===== src/usb_io_pkg.sv =====
// Constants shared by the USB IO and power control register block
package usb_io_pkg;
  localparam int          ADDR_W      = 32;
  localparam int          DATA_W      = 32;
  localparam int          REG_W       = 8;
  // Register indices; byte address is four times the index
  localparam logic [7:0]  IDX_BASE    = 8'h39;
  localparam logic [7:0]  IDX_SET     = 8'h3A;
  localparam logic [7:0]  IDX_CLR     = 8'h3B;
  localparam logic [31:0] ADDR_BASE   = {22'h0, IDX_BASE, 2'h0};
  localparam logic [31:0] ADDR_SET    = {22'h0, IDX_SET, 2'h0};
  localparam logic [31:0] ADDR_CLR    = {22'h0, IDX_CLR, 2'h0};
  // Field positions
  localparam int          SWAP_BIT    = 1;
  localparam int          SER_LVL_LSB = 2;
  localparam int          POS_PU_BIT  = 4;
  localparam int          NEG_PU_BIT  = 5;
  localparam int          USB_LVL_LSB = 6;
  localparam logic [7:0]  RESET_VAL   = 8'h04;
  localparam logic [7:0]  WRITE_MASK  = 8'hFE;
  // Regulator codes: 00 3.3V, 01 3.0V, 10 2.75V, 11 2.5V
  localparam logic [1:0]  LEVEL_3V3   = 2'h0;
  localparam logic [1:0]  RESP_OKAY   = 2'h0;
  localparam logic [1:0]  RESP_SLVERR = 2'h2;
  typedef enum logic [1:0] {WR_BASE, WR_SET, WR_CLR, WR_NONE} wr_kind_t;
endpackage


===== src/pin_sync.sv =====
// Three-stage pin synchroniser with agreement filter
module pin_sync (
  input  wire logic aclk,
  input  wire logic aresetn,
  input  wire logic pin,
  output logic      level
);
  logic s1, s2, s3;
  logic next_level;

  always_comb begin
    next_level = level;
    // Change counts only once the second and third stages agree
    if (s2 == s3) begin
      next_level = s3;
    end
  end

  always_ff @(posedge aclk) begin
    if (!aresetn) begin
      s1    <= 1'b0;
      s2    <= 1'b0;
      s3    <= 1'b0;
      level <= 1'b0;
    end else begin
      s1    <= pin;
      s2    <= s1;
      s3    <= s2;
      level <= next_level;
    end
  end
endmodule // pin_sync


===== src/usb_io_power_control_reg.sv =====
// USB IO and power control register with AXI4-Lite slave and pin routing
// Behaviour
// - Readable at all three addresses; write/set/clear
// - Line swap exchanges positive and negative pins
// - Swap also exchanges serial transmit/receive pins
// - Swap never touches audio left/right pins
// - Serial level applied once transmit enable asserts
// - Audio mode holds regulator at 3.3V
// - Pull-up bits; serial mode forces both on
// - USB level field used outside serial and audio modes
module usb_io_power_control_reg (
  input  wire logic                          aclk,
  input  wire logic                          aresetn,
  input  wire logic                          s_axi_awvalid,
  output logic                               s_axi_awready,
  input  wire logic [usb_io_pkg::ADDR_W-1:0] s_axi_awaddr,
  input  wire logic                          s_axi_wvalid,
  output logic                               s_axi_wready,
  input  wire logic [usb_io_pkg::DATA_W-1:0] s_axi_wdata,
  input  wire logic [3:0]                    s_axi_wstrb,
  output logic                               s_axi_bvalid,
  input  wire logic                          s_axi_bready,
  output logic [1:0]                         s_axi_bresp,
  input  wire logic                          s_axi_arvalid,
  output logic                               s_axi_arready,
  input  wire logic [usb_io_pkg::ADDR_W-1:0] s_axi_araddr,
  output logic                               s_axi_rvalid,
  input  wire logic                          s_axi_rready,
  output logic [usb_io_pkg::DATA_W-1:0]      s_axi_rdata,
  output logic [1:0]                         s_axi_rresp,
  input  wire logic                          uart_mode,
  input  wire logic                          audio_mode,
  input  wire logic                          serial_transmit_enable,
  input  wire logic                          core_dp_out,
  input  wire logic                          core_dm_out,
  input  wire logic                          core_dp_oe,
  input  wire logic                          core_dm_oe,
  output logic                               core_dp_in,
  output logic                               core_dm_in,
  input  wire logic                          serial_tx,
  output logic                               serial_rx,
  input  wire logic                          audio_left,
  input  wire logic                          audio_right,
  output logic                               audio_left_pin,
  output logic                               audio_right_pin,
  input  wire logic                          pin_dp_in,
  input  wire logic                          pin_dm_in,
  output logic                               pin_dp_out,
  output logic                               pin_dm_out,
  output logic                               pin_dp_oe,
  output logic                               pin_dm_oe,
  output logic [1:0]                         regulator_level,
  output logic                               positive_line_detect_pullup,
  output logic                               negative_line_detect_pullup
);
  import usb_io_pkg::*;
  // ****************************************************************
  // Register bus
  // ****************************************************************
  logic [REG_W-1:0]  usb_io_power_management, next_reg;
  logic              aw_held, w_held, next_aw_held, next_w_held;
  logic [ADDR_W-1:0] aw_addr, next_aw_addr;
  logic [REG_W-1:0]  w_byte, next_w_byte;
  logic              w_lane, next_w_lane;
  logic              next_bvalid, next_rvalid;
  logic [1:0]        next_bresp, next_rresp;
  logic [DATA_W-1:0] next_rdata;
  logic              do_write, rd_hit;
  wr_kind_t          wr_kind;
  assign s_axi_awready = !aw_held && !s_axi_bvalid;
  assign s_axi_wready  = !w_held && !s_axi_bvalid;
  assign s_axi_arready = !s_axi_rvalid;
  assign do_write      = aw_held && w_held && !s_axi_bvalid;
  assign rd_hit        = (s_axi_araddr == ADDR_BASE) || (s_axi_araddr == ADDR_SET) ||
                         (s_axi_araddr == ADDR_CLR);
  always_comb begin
    unique case (aw_addr)
      ADDR_BASE: wr_kind = WR_BASE;
      ADDR_SET:  wr_kind = WR_SET;
      ADDR_CLR:  wr_kind = WR_CLR;
      default:   wr_kind = WR_NONE;
    endcase
  end
  always_comb begin
    next_reg     = usb_io_power_management;
    next_aw_held = aw_held;
    next_w_held  = w_held;
    next_aw_addr = aw_addr;
    next_w_byte  = w_byte;
    next_w_lane  = w_lane;
    next_bvalid  = s_axi_bvalid;
    next_bresp   = s_axi_bresp;
    next_rvalid  = s_axi_rvalid;
    next_rresp   = s_axi_rresp;
    next_rdata   = s_axi_rdata;
    if (s_axi_awvalid && s_axi_awready) begin
      next_aw_held = 1'b1;
      next_aw_addr = s_axi_awaddr;
    end
    if (s_axi_wvalid && s_axi_wready) begin
      next_w_held = 1'b1;
      next_w_byte = s_axi_wdata[REG_W-1:0];
      next_w_lane = s_axi_wstrb[0];
    end
    if (do_write) begin
      next_aw_held = 1'b0;
      next_w_held  = 1'b0;
      next_bvalid  = 1'b1;
      next_bresp   = (wr_kind == WR_NONE) ? RESP_SLVERR : RESP_OKAY;
      // Only byte lane 0 carries the register; other lanes are ignored
      if (w_lane) begin
        unique case (wr_kind)
          WR_BASE: next_reg = w_byte & WRITE_MASK;
          WR_SET:  next_reg = (usb_io_power_management | w_byte) & WRITE_MASK;
          WR_CLR:  next_reg = usb_io_power_management & ~w_byte & WRITE_MASK;
          WR_NONE: next_reg = usb_io_power_management;
        endcase
      end
    end
    if (s_axi_bvalid && s_axi_bready) begin
      next_bvalid = 1'b0;
    end
    if (s_axi_arvalid && s_axi_arready) begin
      next_rvalid = 1'b1;
      next_rresp  = rd_hit ? RESP_OKAY : RESP_SLVERR;
      next_rdata  = rd_hit ? {24'h000000, usb_io_power_management} : 32'h00000000;
    end else if (s_axi_rvalid && s_axi_rready) begin
      next_rvalid = 1'b0;
    end
  end
  always_ff @(posedge aclk) begin
    if (!aresetn) begin
      usb_io_power_management <= RESET_VAL;
      aw_held      <= 1'b0;
      w_held       <= 1'b0;
      aw_addr      <= 32'h00000000;
      w_byte       <= 8'h00;
      w_lane       <= 1'b0;
      s_axi_bvalid <= 1'b0;
      s_axi_bresp  <= RESP_OKAY;
      s_axi_rvalid <= 1'b0;
      s_axi_rresp  <= RESP_OKAY;
      s_axi_rdata  <= 32'h00000000;
    end else begin
      usb_io_power_management <= next_reg;
      aw_held      <= next_aw_held;
      w_held       <= next_w_held;
      aw_addr      <= next_aw_addr;
      w_byte       <= next_w_byte;
      w_lane       <= next_w_lane;
      s_axi_bvalid <= next_bvalid;
      s_axi_bresp  <= next_bresp;
      s_axi_rvalid <= next_rvalid;
      s_axi_rresp  <= next_rresp;
      s_axi_rdata  <= next_rdata;
    end
  end
  // ****************************************************************
  // Pin routing, regulator level and pull-ups
  // ****************************************************************
  logic       data_line_swap;
  logic [1:0] serial_mode_regulator_level, usb_mode_regulator_level;
  logic       dp_level, dm_level, ser_applied, next_ser_applied;
  logic       next_dp_out, next_dm_out, next_dp_oe, next_dm_oe;
  logic       next_core_dp_in, next_core_dm_in, next_serial_rx;
  logic [1:0] next_level;
  assign data_line_swap              = usb_io_power_management[SWAP_BIT];
  assign serial_mode_regulator_level = usb_io_power_management[SER_LVL_LSB +: 2];
  assign usb_mode_regulator_level    = usb_io_power_management[USB_LVL_LSB +: 2];
  pin_sync u_dp_sync (.aclk(aclk), .aresetn(aresetn), .pin(pin_dp_in), .level(dp_level));
  pin_sync u_dm_sync (.aclk(aclk), .aresetn(aresetn), .pin(pin_dm_in), .level(dm_level));
  always_comb begin
    next_core_dp_in  = data_line_swap ? dm_level : dp_level;
    next_core_dm_in  = data_line_swap ? dp_level : dm_level;
    // Serial receive idles on the positive pin, transmit on the negative
    next_serial_rx   = data_line_swap ? dm_level : dp_level;
    next_ser_applied = uart_mode && (ser_applied || serial_transmit_enable);
    if (audio_mode) begin
      // Audio owns the data pins; transceiver drive released
      next_dp_out = 1'b0;
      next_dm_out = 1'b0;
      next_dp_oe  = 1'b0;
      next_dm_oe  = 1'b0;
      next_level  = LEVEL_3V3;
    end else if (uart_mode) begin
      next_dp_out = data_line_swap ? serial_tx : 1'b0;
      next_dm_out = data_line_swap ? 1'b0 : serial_tx;
      next_dp_oe  = data_line_swap;
      next_dm_oe  = !data_line_swap;
      // Keep the old level until transmit enable, avoiding a glitch on the rail
      next_level  = next_ser_applied ? serial_mode_regulator_level
                                     : usb_mode_regulator_level;
    end else begin
      next_dp_out = data_line_swap ? core_dm_out : core_dp_out;
      next_dm_out = data_line_swap ? core_dp_out : core_dm_out;
      next_dp_oe  = data_line_swap ? core_dm_oe : core_dp_oe;
      next_dm_oe  = data_line_swap ? core_dp_oe : core_dm_oe;
      next_level  = usb_mode_regulator_level;
    end
  end
  always_ff @(posedge aclk) begin
    if (!aresetn) begin
      pin_dp_out                  <= 1'b0;
      pin_dm_out                  <= 1'b0;
      pin_dp_oe                   <= 1'b0;
      pin_dm_oe                   <= 1'b0;
      core_dp_in                  <= 1'b0;
      core_dm_in                  <= 1'b0;
      serial_rx                   <= 1'b0;
      ser_applied                 <= 1'b0;
      regulator_level             <= LEVEL_3V3;
      audio_left_pin              <= 1'b0;
      audio_right_pin             <= 1'b0;
      positive_line_detect_pullup <= 1'b0;
      negative_line_detect_pullup <= 1'b0;
    end else begin
      pin_dp_out                  <= next_dp_out;
      pin_dm_out                  <= next_dm_out;
      pin_dp_oe                   <= next_dp_oe;
      pin_dm_oe                   <= next_dm_oe;
      core_dp_in                  <= next_core_dp_in;
      core_dm_in                  <= next_core_dm_in;
      serial_rx                   <= next_serial_rx;
      ser_applied                 <= next_ser_applied;
      regulator_level             <= next_level;
      audio_left_pin              <= audio_left;
      audio_right_pin             <= audio_right;
      positive_line_detect_pullup <= usb_io_power_management[POS_PU_BIT] | uart_mode;
      negative_line_detect_pullup <= usb_io_power_management[NEG_PU_BIT] | uart_mode;
    end
  end
endmodule // usb_io_power_control_reg


===== config.mk =====
export PLATFORM = sky130hd
export DESIGN_NAME = usb_io_power_control_reg
export DESIGN_NICKNAME = d
export VERILOG_FILES = /design/src/usb_io_pkg.sv /design/src/pin_sync.sv /design/src/usb_io_power_control_reg.sv
export SDC_FILE = /design/constraint.sdc
export NUM_CORES = 1
export LEC_CHECK = 0
export ABC_CLOCK_PERIOD_IN_PS = 2650
export BUFFER_PORTS_ARGS = -buffer_cell sky130_fd_sc_hd__buf_2
export CORE_MARGIN = 5
export CORE_UTILIZATION = 40
export CTS_CLUSTER_DIAMETER = 60
export DETAILED_ROUTE_END_ITERATION = 16
export PLACE_DENSITY = 0.71
export SYNTH_ARGS = -nofsm -noshare
export SYNTH_HDL_FRONTEND = slang
export SYNTH_HIERARCHICAL = 1
export SYNTH_SLANG_ARGS = --single-unit

===== constraint.sdc =====
create_clock -name aclk -period 2.65 [get_ports aclk]
set_input_delay 0.53 -clock aclk [delete_from_list [all_inputs] [get_ports aclk]]
set_output_delay 0.53 -clock aclk [all_outputs]
set_load 0.01 [all_outputs]

## Word-level counts from Yosys, hierarchy flattened

Cells that the tools add are included.

| storage, ports and cells | value |
|---|---|
| flip-flop bits (word level) | 110 |
| bits in latches | 0 |
| RAM bits | 0 |
| memory bits (read-only) | 0 |
| input bits | 119 |
| logic and storage cells | 94 |
| memories | 0 |

| operators by class | value |
|---|---|
| add/sub/neg operators | 0 |
| $mul | 0 |
| div/mod/pow operators | 0 |
| $lt $le $gt $ge | 0 |
| equality and inequality tests | 11 |
| shifts and indexed selects | 0 |
| multiplexer cells | 21 |
| bitwise logic cells | 7 |
| reduce and logical (&&, ||, !) cells | 24 |

Operators with widths:

| cell | number |
|---|---|
| equality test 32 x 8 -> 1 bit, second input constant | 6 |
| one-hot mux 8 bit (3 select lines) | 1 |
| 2-to-1 mux 1 bit | 14 |
| logical AND 1 bit | 10 |
| AND 8 bit | 1 |
| 2-to-1 mux 2 bit | 4 |
| 2-to-1 mux 8 bit | 1 |
| NOT 8 bit | 1 |
| OR 8 bit | 1 |
| one-hot mux 2 bit (3 select lines) | 1 |
| OR reduction 2 bit | 3 |
| zero test 1 bit | 5 |
| equality test 2 bit, second input constant | 2 |
| logical OR 1 bit | 3 |
| AND reduction 3 bit | 1 |
| equality test 1 bit | 2 |
| equality test 2 x 1 -> 1 bit, second input constant | 1 |
| zero test 2 bit | 1 |
| NOT 1 bit | 2 |
| OR 1 bit | 2 |
| nonzero test 2 bit | 1 |

## Logic depth before layout (Yosys ltp)

| logic depth | value |
|---|---|
| depth in word-level cells | 5 |
| depth in mapped cells | 11 |
| gate-level depth less buffers | 11 |

## Cells and area by module

Netlist, hierarchy kept.

By module, submodules not included:

| module | times used | cells an instance | area an instance (µm²) | seq. area each (µm²) |
|---|---|---|---|---|
| usb_io_power_control_reg | 1 | 397 | 3,276.9 | 1,461.4 |
| pin_sync | 2 | 10 | 116.4 | 80.1 |

## Worst setup path after synthesis

Ideal clock, no wire load.

| timing path | value |
|---|---|
| kind | register to register |
| from | reg aw_addr[28] |
| to | reg usb_io_power_management[2] |
| setup time | 0.119 ns |
| arrival time | 2.330 ns |
| required time | 2.531 ns |
| slack | 0.201 ns |
| stages on the path, launching flop included | 11 |
| path buffers | 1 |
| period minus slack after synthesis | 2.449 ns |
| cell sequence | dfxtp_1 -> nor4_2 -> nand4_2 -> nor4_1 -> ha_1 -> or2_2 -> clkbuf_1 -> o22a_1 -> o22ai_1 -> nand2_1 -> o221a_1 |

| between the ends | value |
|---|---|
| word-level cells in the longest chain between the ends | 5 |
| elaborated cells on any way between the ends | 11 |
| those cells by class | 6 x eq/ne; 2 x mux; 1 x bitwise; 2 x reduce/logical |

RTL lines:

| what | line | RTL |
|---|---|---|
| start, declared | usb_io_power_control_reg.sv:62 | `logic [ADDR_W-1:0] aw_addr, next_aw_addr;` |
| start signal, assigned | usb_io_power_control_reg.sv:148 | `aw_addr <= next_aw_addr;` |
| equality test 32 x 8 -> 1 bit | usb_io_power_control_reg.sv:77 | `unique case (aw_addr)` |
| one-hot mux 2 bit (3 select lines) (*) | usb_io_power_control_reg.sv:77 |  |
| equality test 2 bit | usb_io_power_control_reg.sv:112 | `unique case (wr_kind)` |
| NOT 1 bit (no source line) | - |  |
| AND reduction 3 bit (no source line) | - |  |
| end signal, assigned | usb_io_power_control_reg.sv:145 | `usb_io_power_management <= next_reg;` |
| end, declared | usb_io_power_control_reg.sv:60 | `logic [REG_W-1:0] usb_io_power_management, next_reg;` |

Mark *: on every way between the ends. The rest lies on a longest branch, timed or not. The select of a mux whose other input is x is not followed.
A chain may end at the register's enable or synchronous reset.

## Worst setup path in the final report

| timing path | value |
|---|---|
| from | reg aw_addr[8] |
| to | reg usb_io_power_management[2] |

Same word-level chain as after synthesis.

==> impl_metrics.tcl <==
set metrics [dict create \
    via_per_inst 4.81 \
    via_count 3099 \
    p_total_w 0.00270 \
    synthFlopType "dfxtp_1" \
    drv_cap 0 \
    async_reset_ff_frac 0 \
    power.leakage_nw 1.90 \
    relSlewSlack 0.666 \
    cp_max_fo 7 \
    grt_pass1_vias 3070 \
    wl_per_cell_um 13.0 \
    instances_no_fill 644 \
    start_util 0.406 \
    drtAntennaViolNets 0 \
    dpl.hpwl_um 6300 \
    ys_ff_latch 81 \
    port_buffers 117 \
    drt_iter0_drc 140 \
    hold_buffers 0 \
    cts_tree "yes" \
    skew_ns 0.00877 \
    overflow 0 \
    crit_chain "nor4b_4, nand4_4, nor3_1, nand2_1, ha_1, or2_2, o22a_1, o22ai_1, nand2_1, o221a_1" \
    hold_path_startpoint "audio_left" \
    power_density_nw_per_um2 614 \
    fp.coreArea_um2 8640 \
    whs_endpoint "audio_left_pin$_SDFF_PN0_" \
    ys_seq_area_frac 0.462 \
    grt_max_degree 38 \
    ir_drop_uv 292 \
    dieWidth_um 104 \
    synth_edf_count 0 \
    worstMarginPinSlew_ns 0.498 \
    drt_wl_total_um 8360 \
    synth_top_cell_by_area "dfxtp_1" \
    layout-drive-gt1-share 0.295 \
    num_io_pins 173 \
    finalHoldViolations 0 \
    worst-path-stages 10 \
    yosysTopAreaCellShare 0.462 \
    cts_buffers 9 \
    cts_setup_buffers 0 \
    cp_data_required_time_ns 2.89 \
    start_kind "register" \
    synth_area_um2 3510 \
    place_ws_ns 0.0221 \
    setup_viol 0 \
    synth_top_cells_by_count "nand2_1 (89), dfxtp_1 (81), a21oi_1 (38)" \
    cp_num_buf_inv 0 \
    grt_pass1_wl_um 14000 \
    arrival_ns 2.72 \
    cts-htree-levels 3 \
    holdPathStages 2 \
    track_usage 0.153 \
    maxSlewViolCount 0 \
    avgSynthCellArea_um2 8.42 \
    finalCriticalPeriod_ns 2.48 \
    ys_types 44 \
    cts.sink_count 81 \
    synthCells 417 \
    critPathKind "reg2reg" \
    hold_path.class "in2reg" \
    die_h_um 104 \
    synth_area_leaders "dfxtp_1 (46%), nand2_1 (9.5%), buf_4 (6.0%), a21oi_1 (5.4%), nor2_1 (3.7%)" \
    antenna_found_initial 0 \
    place_inst 628 \
    clock_path_buffers 2 \
    r2r-start "aw_addr[8]$_SDFFE_PN0P_" \
    path_delay_family "simple AND/OR/NAND/NOR gates" \
    root_buffer "clkbuf_8" \
    clock_latency_ns 0.35 \
    yosysMostFrequentCell "nand2_1" \
    r2r-end "usb_io_power_management[2]$_SDFFE_PN1P_" \
    fmax_mhz 404 \
    ys_warn_count 6 \
    die_area_um2 10700 \
    worst_r2r_path_depth 10 \
    cts_resized 0 \
    worst-r2r-setup-slack_ns 0.17 \
    crit_top_cell "nand2_1" \
    drc 0 \
    rsz0062_at_grt "no" \
    min_period_over_period 0.935 \
    fin_ws_ns 0.173 \
    post-route-util 0.509 \
    firstDrtPassIters 4 \
    tns_ns 0 \
    crit_slowest_cell "or2_2" \
    rows 34 \
    gp_congestion 0.760 \
    cts.reportedPaths.clkPinSlew_ns 0.08 \
    outcome "finished clean" \
    max_stage_delay_ns 0.35 \
    layout.nets 653 \
    diodes 0 \
    end_kind "register" \
    area_growth_pct 25.2 \
]
flip-flops by register name, summed over array words and instances (netlist names), 2 cells and up:
register                 count
aw_addr                     32
regulator_level              2
s_axi_rdata                  7
usb_io_power_management      7
w_byte                       7
cells by family after synthesis:
family          count (synthesis)  synth area share
fa+ha+maj                       3            0.0107
flops                          81             0.462
simple gates                  189             0.270
compound gates                 79             0.135
buf+inv                        52            0.0870
mux                            12            0.0346
other cells                     1           0.00107
final cells by class:
type                    count  area (um2)
well taps                 108         135
clock buffers               9         124
clock inverters             7         119
multi-input cells         310        1740
fillers                   845        4240
flip-flops and latches     81        1620
inverters                   6        22.5
repair buffers            123         631
through the flow:
stage | hold slack (ns) | cell area, um2
final | 0.393 | 4400
after global routing | 0.369 | 4400
after CTS | 0.374 | 4340
after detailed placement | 0.420 | 4090
after global placement | 0.414 | 4090
after floorplan | 0.412 | 3610
how the worst max path moves through the flow:
stage,start,to,slack [ns]
after floorplan,aw_addr[28]$_SDFFE_PN0P_,usb_io_power_management[2]$_SDFFE_PN1P_,0.20
after global placement,aw_addr[28]$_SDFFE_PN0P_,usb_io_power_management[2]$_SDFFE_PN1P_,0.15
final,aw_addr[8]$_SDFFE_PN0P_,usb_io_power_management[2]$_SDFFE_PN1P_,0.17
after CTS,aw_addr[28]$_SDFFE_PN0P_,usb_io_power_management[2]$_SDFFE_PN1P_,0.008
after global routing,aw_addr[12]$_SDFFE_PN0P_,usb_io_power_management[2]$_SDFFE_PN1P_,0.01
after detailed placement,aw_addr[28]$_SDFFE_PN0P_,usb_io_power_management[2]$_SDFFE_PN1P_,0.02
layout by cell type (no fill, tap or decap), types with 3 or more instances in the layout:
cell type,count
o211ai_1,6
nor2_1,35
a22oi_1,7
nor2b_1,16
inv_1,4
nor3_1,4
a21oi_1,38
ha_1,3
and2_1,6
buf_2,117
clkbuf_8,9
mux2i_1,11
nor4_1,5
o22ai_1,7
dfxtp_1,81
o21ai_0,12
nand2_1,89
bufinv_16,3
buf_4,6
conb_1,27
nor4_2,3
nor4_4,4
nand2b_1,8
report_power, final:
| part | switching, W | total (W) | internal, W | leakage (nW) |
|---|---|---|---|---|
| Sequential | 0.0000421 | 0.00132 | 0.00127 | 0.663 |
| Combinational | 0.000168 | 0.000307 | 0.000138 | 1.12 |
| Clock | 0.000452 | 0.00108 | 0.000625 | 0.115 |
| Total | 0.000663 | 0.00270 | 0.00204 | 1.90 |
worst register-to-register path, delay by kind of cell (launching register included):
family                     cells  cell delay (ns)
and+or+nand+nor                6             1.28
adders and majority gates      1             0.31
AOI/OAI and AO/OA              3             0.45
DFF                            1             0.34
layer usage:
| metal | GRT usage | up-vias | routed length, um |
|---|---|---|---|
| met2 | 0.256 | 118 | 4040 |
| met3 | 0.0560 | 7 | 706 |
| met1 | 0.178 | 1395 | 3520 |
| li1 | - | 1579 | - |
| met5 | 0 | - | 0 |
| met4 | 0.0574 | 0 | 87 |
Power figures use the tool's default switching activity.
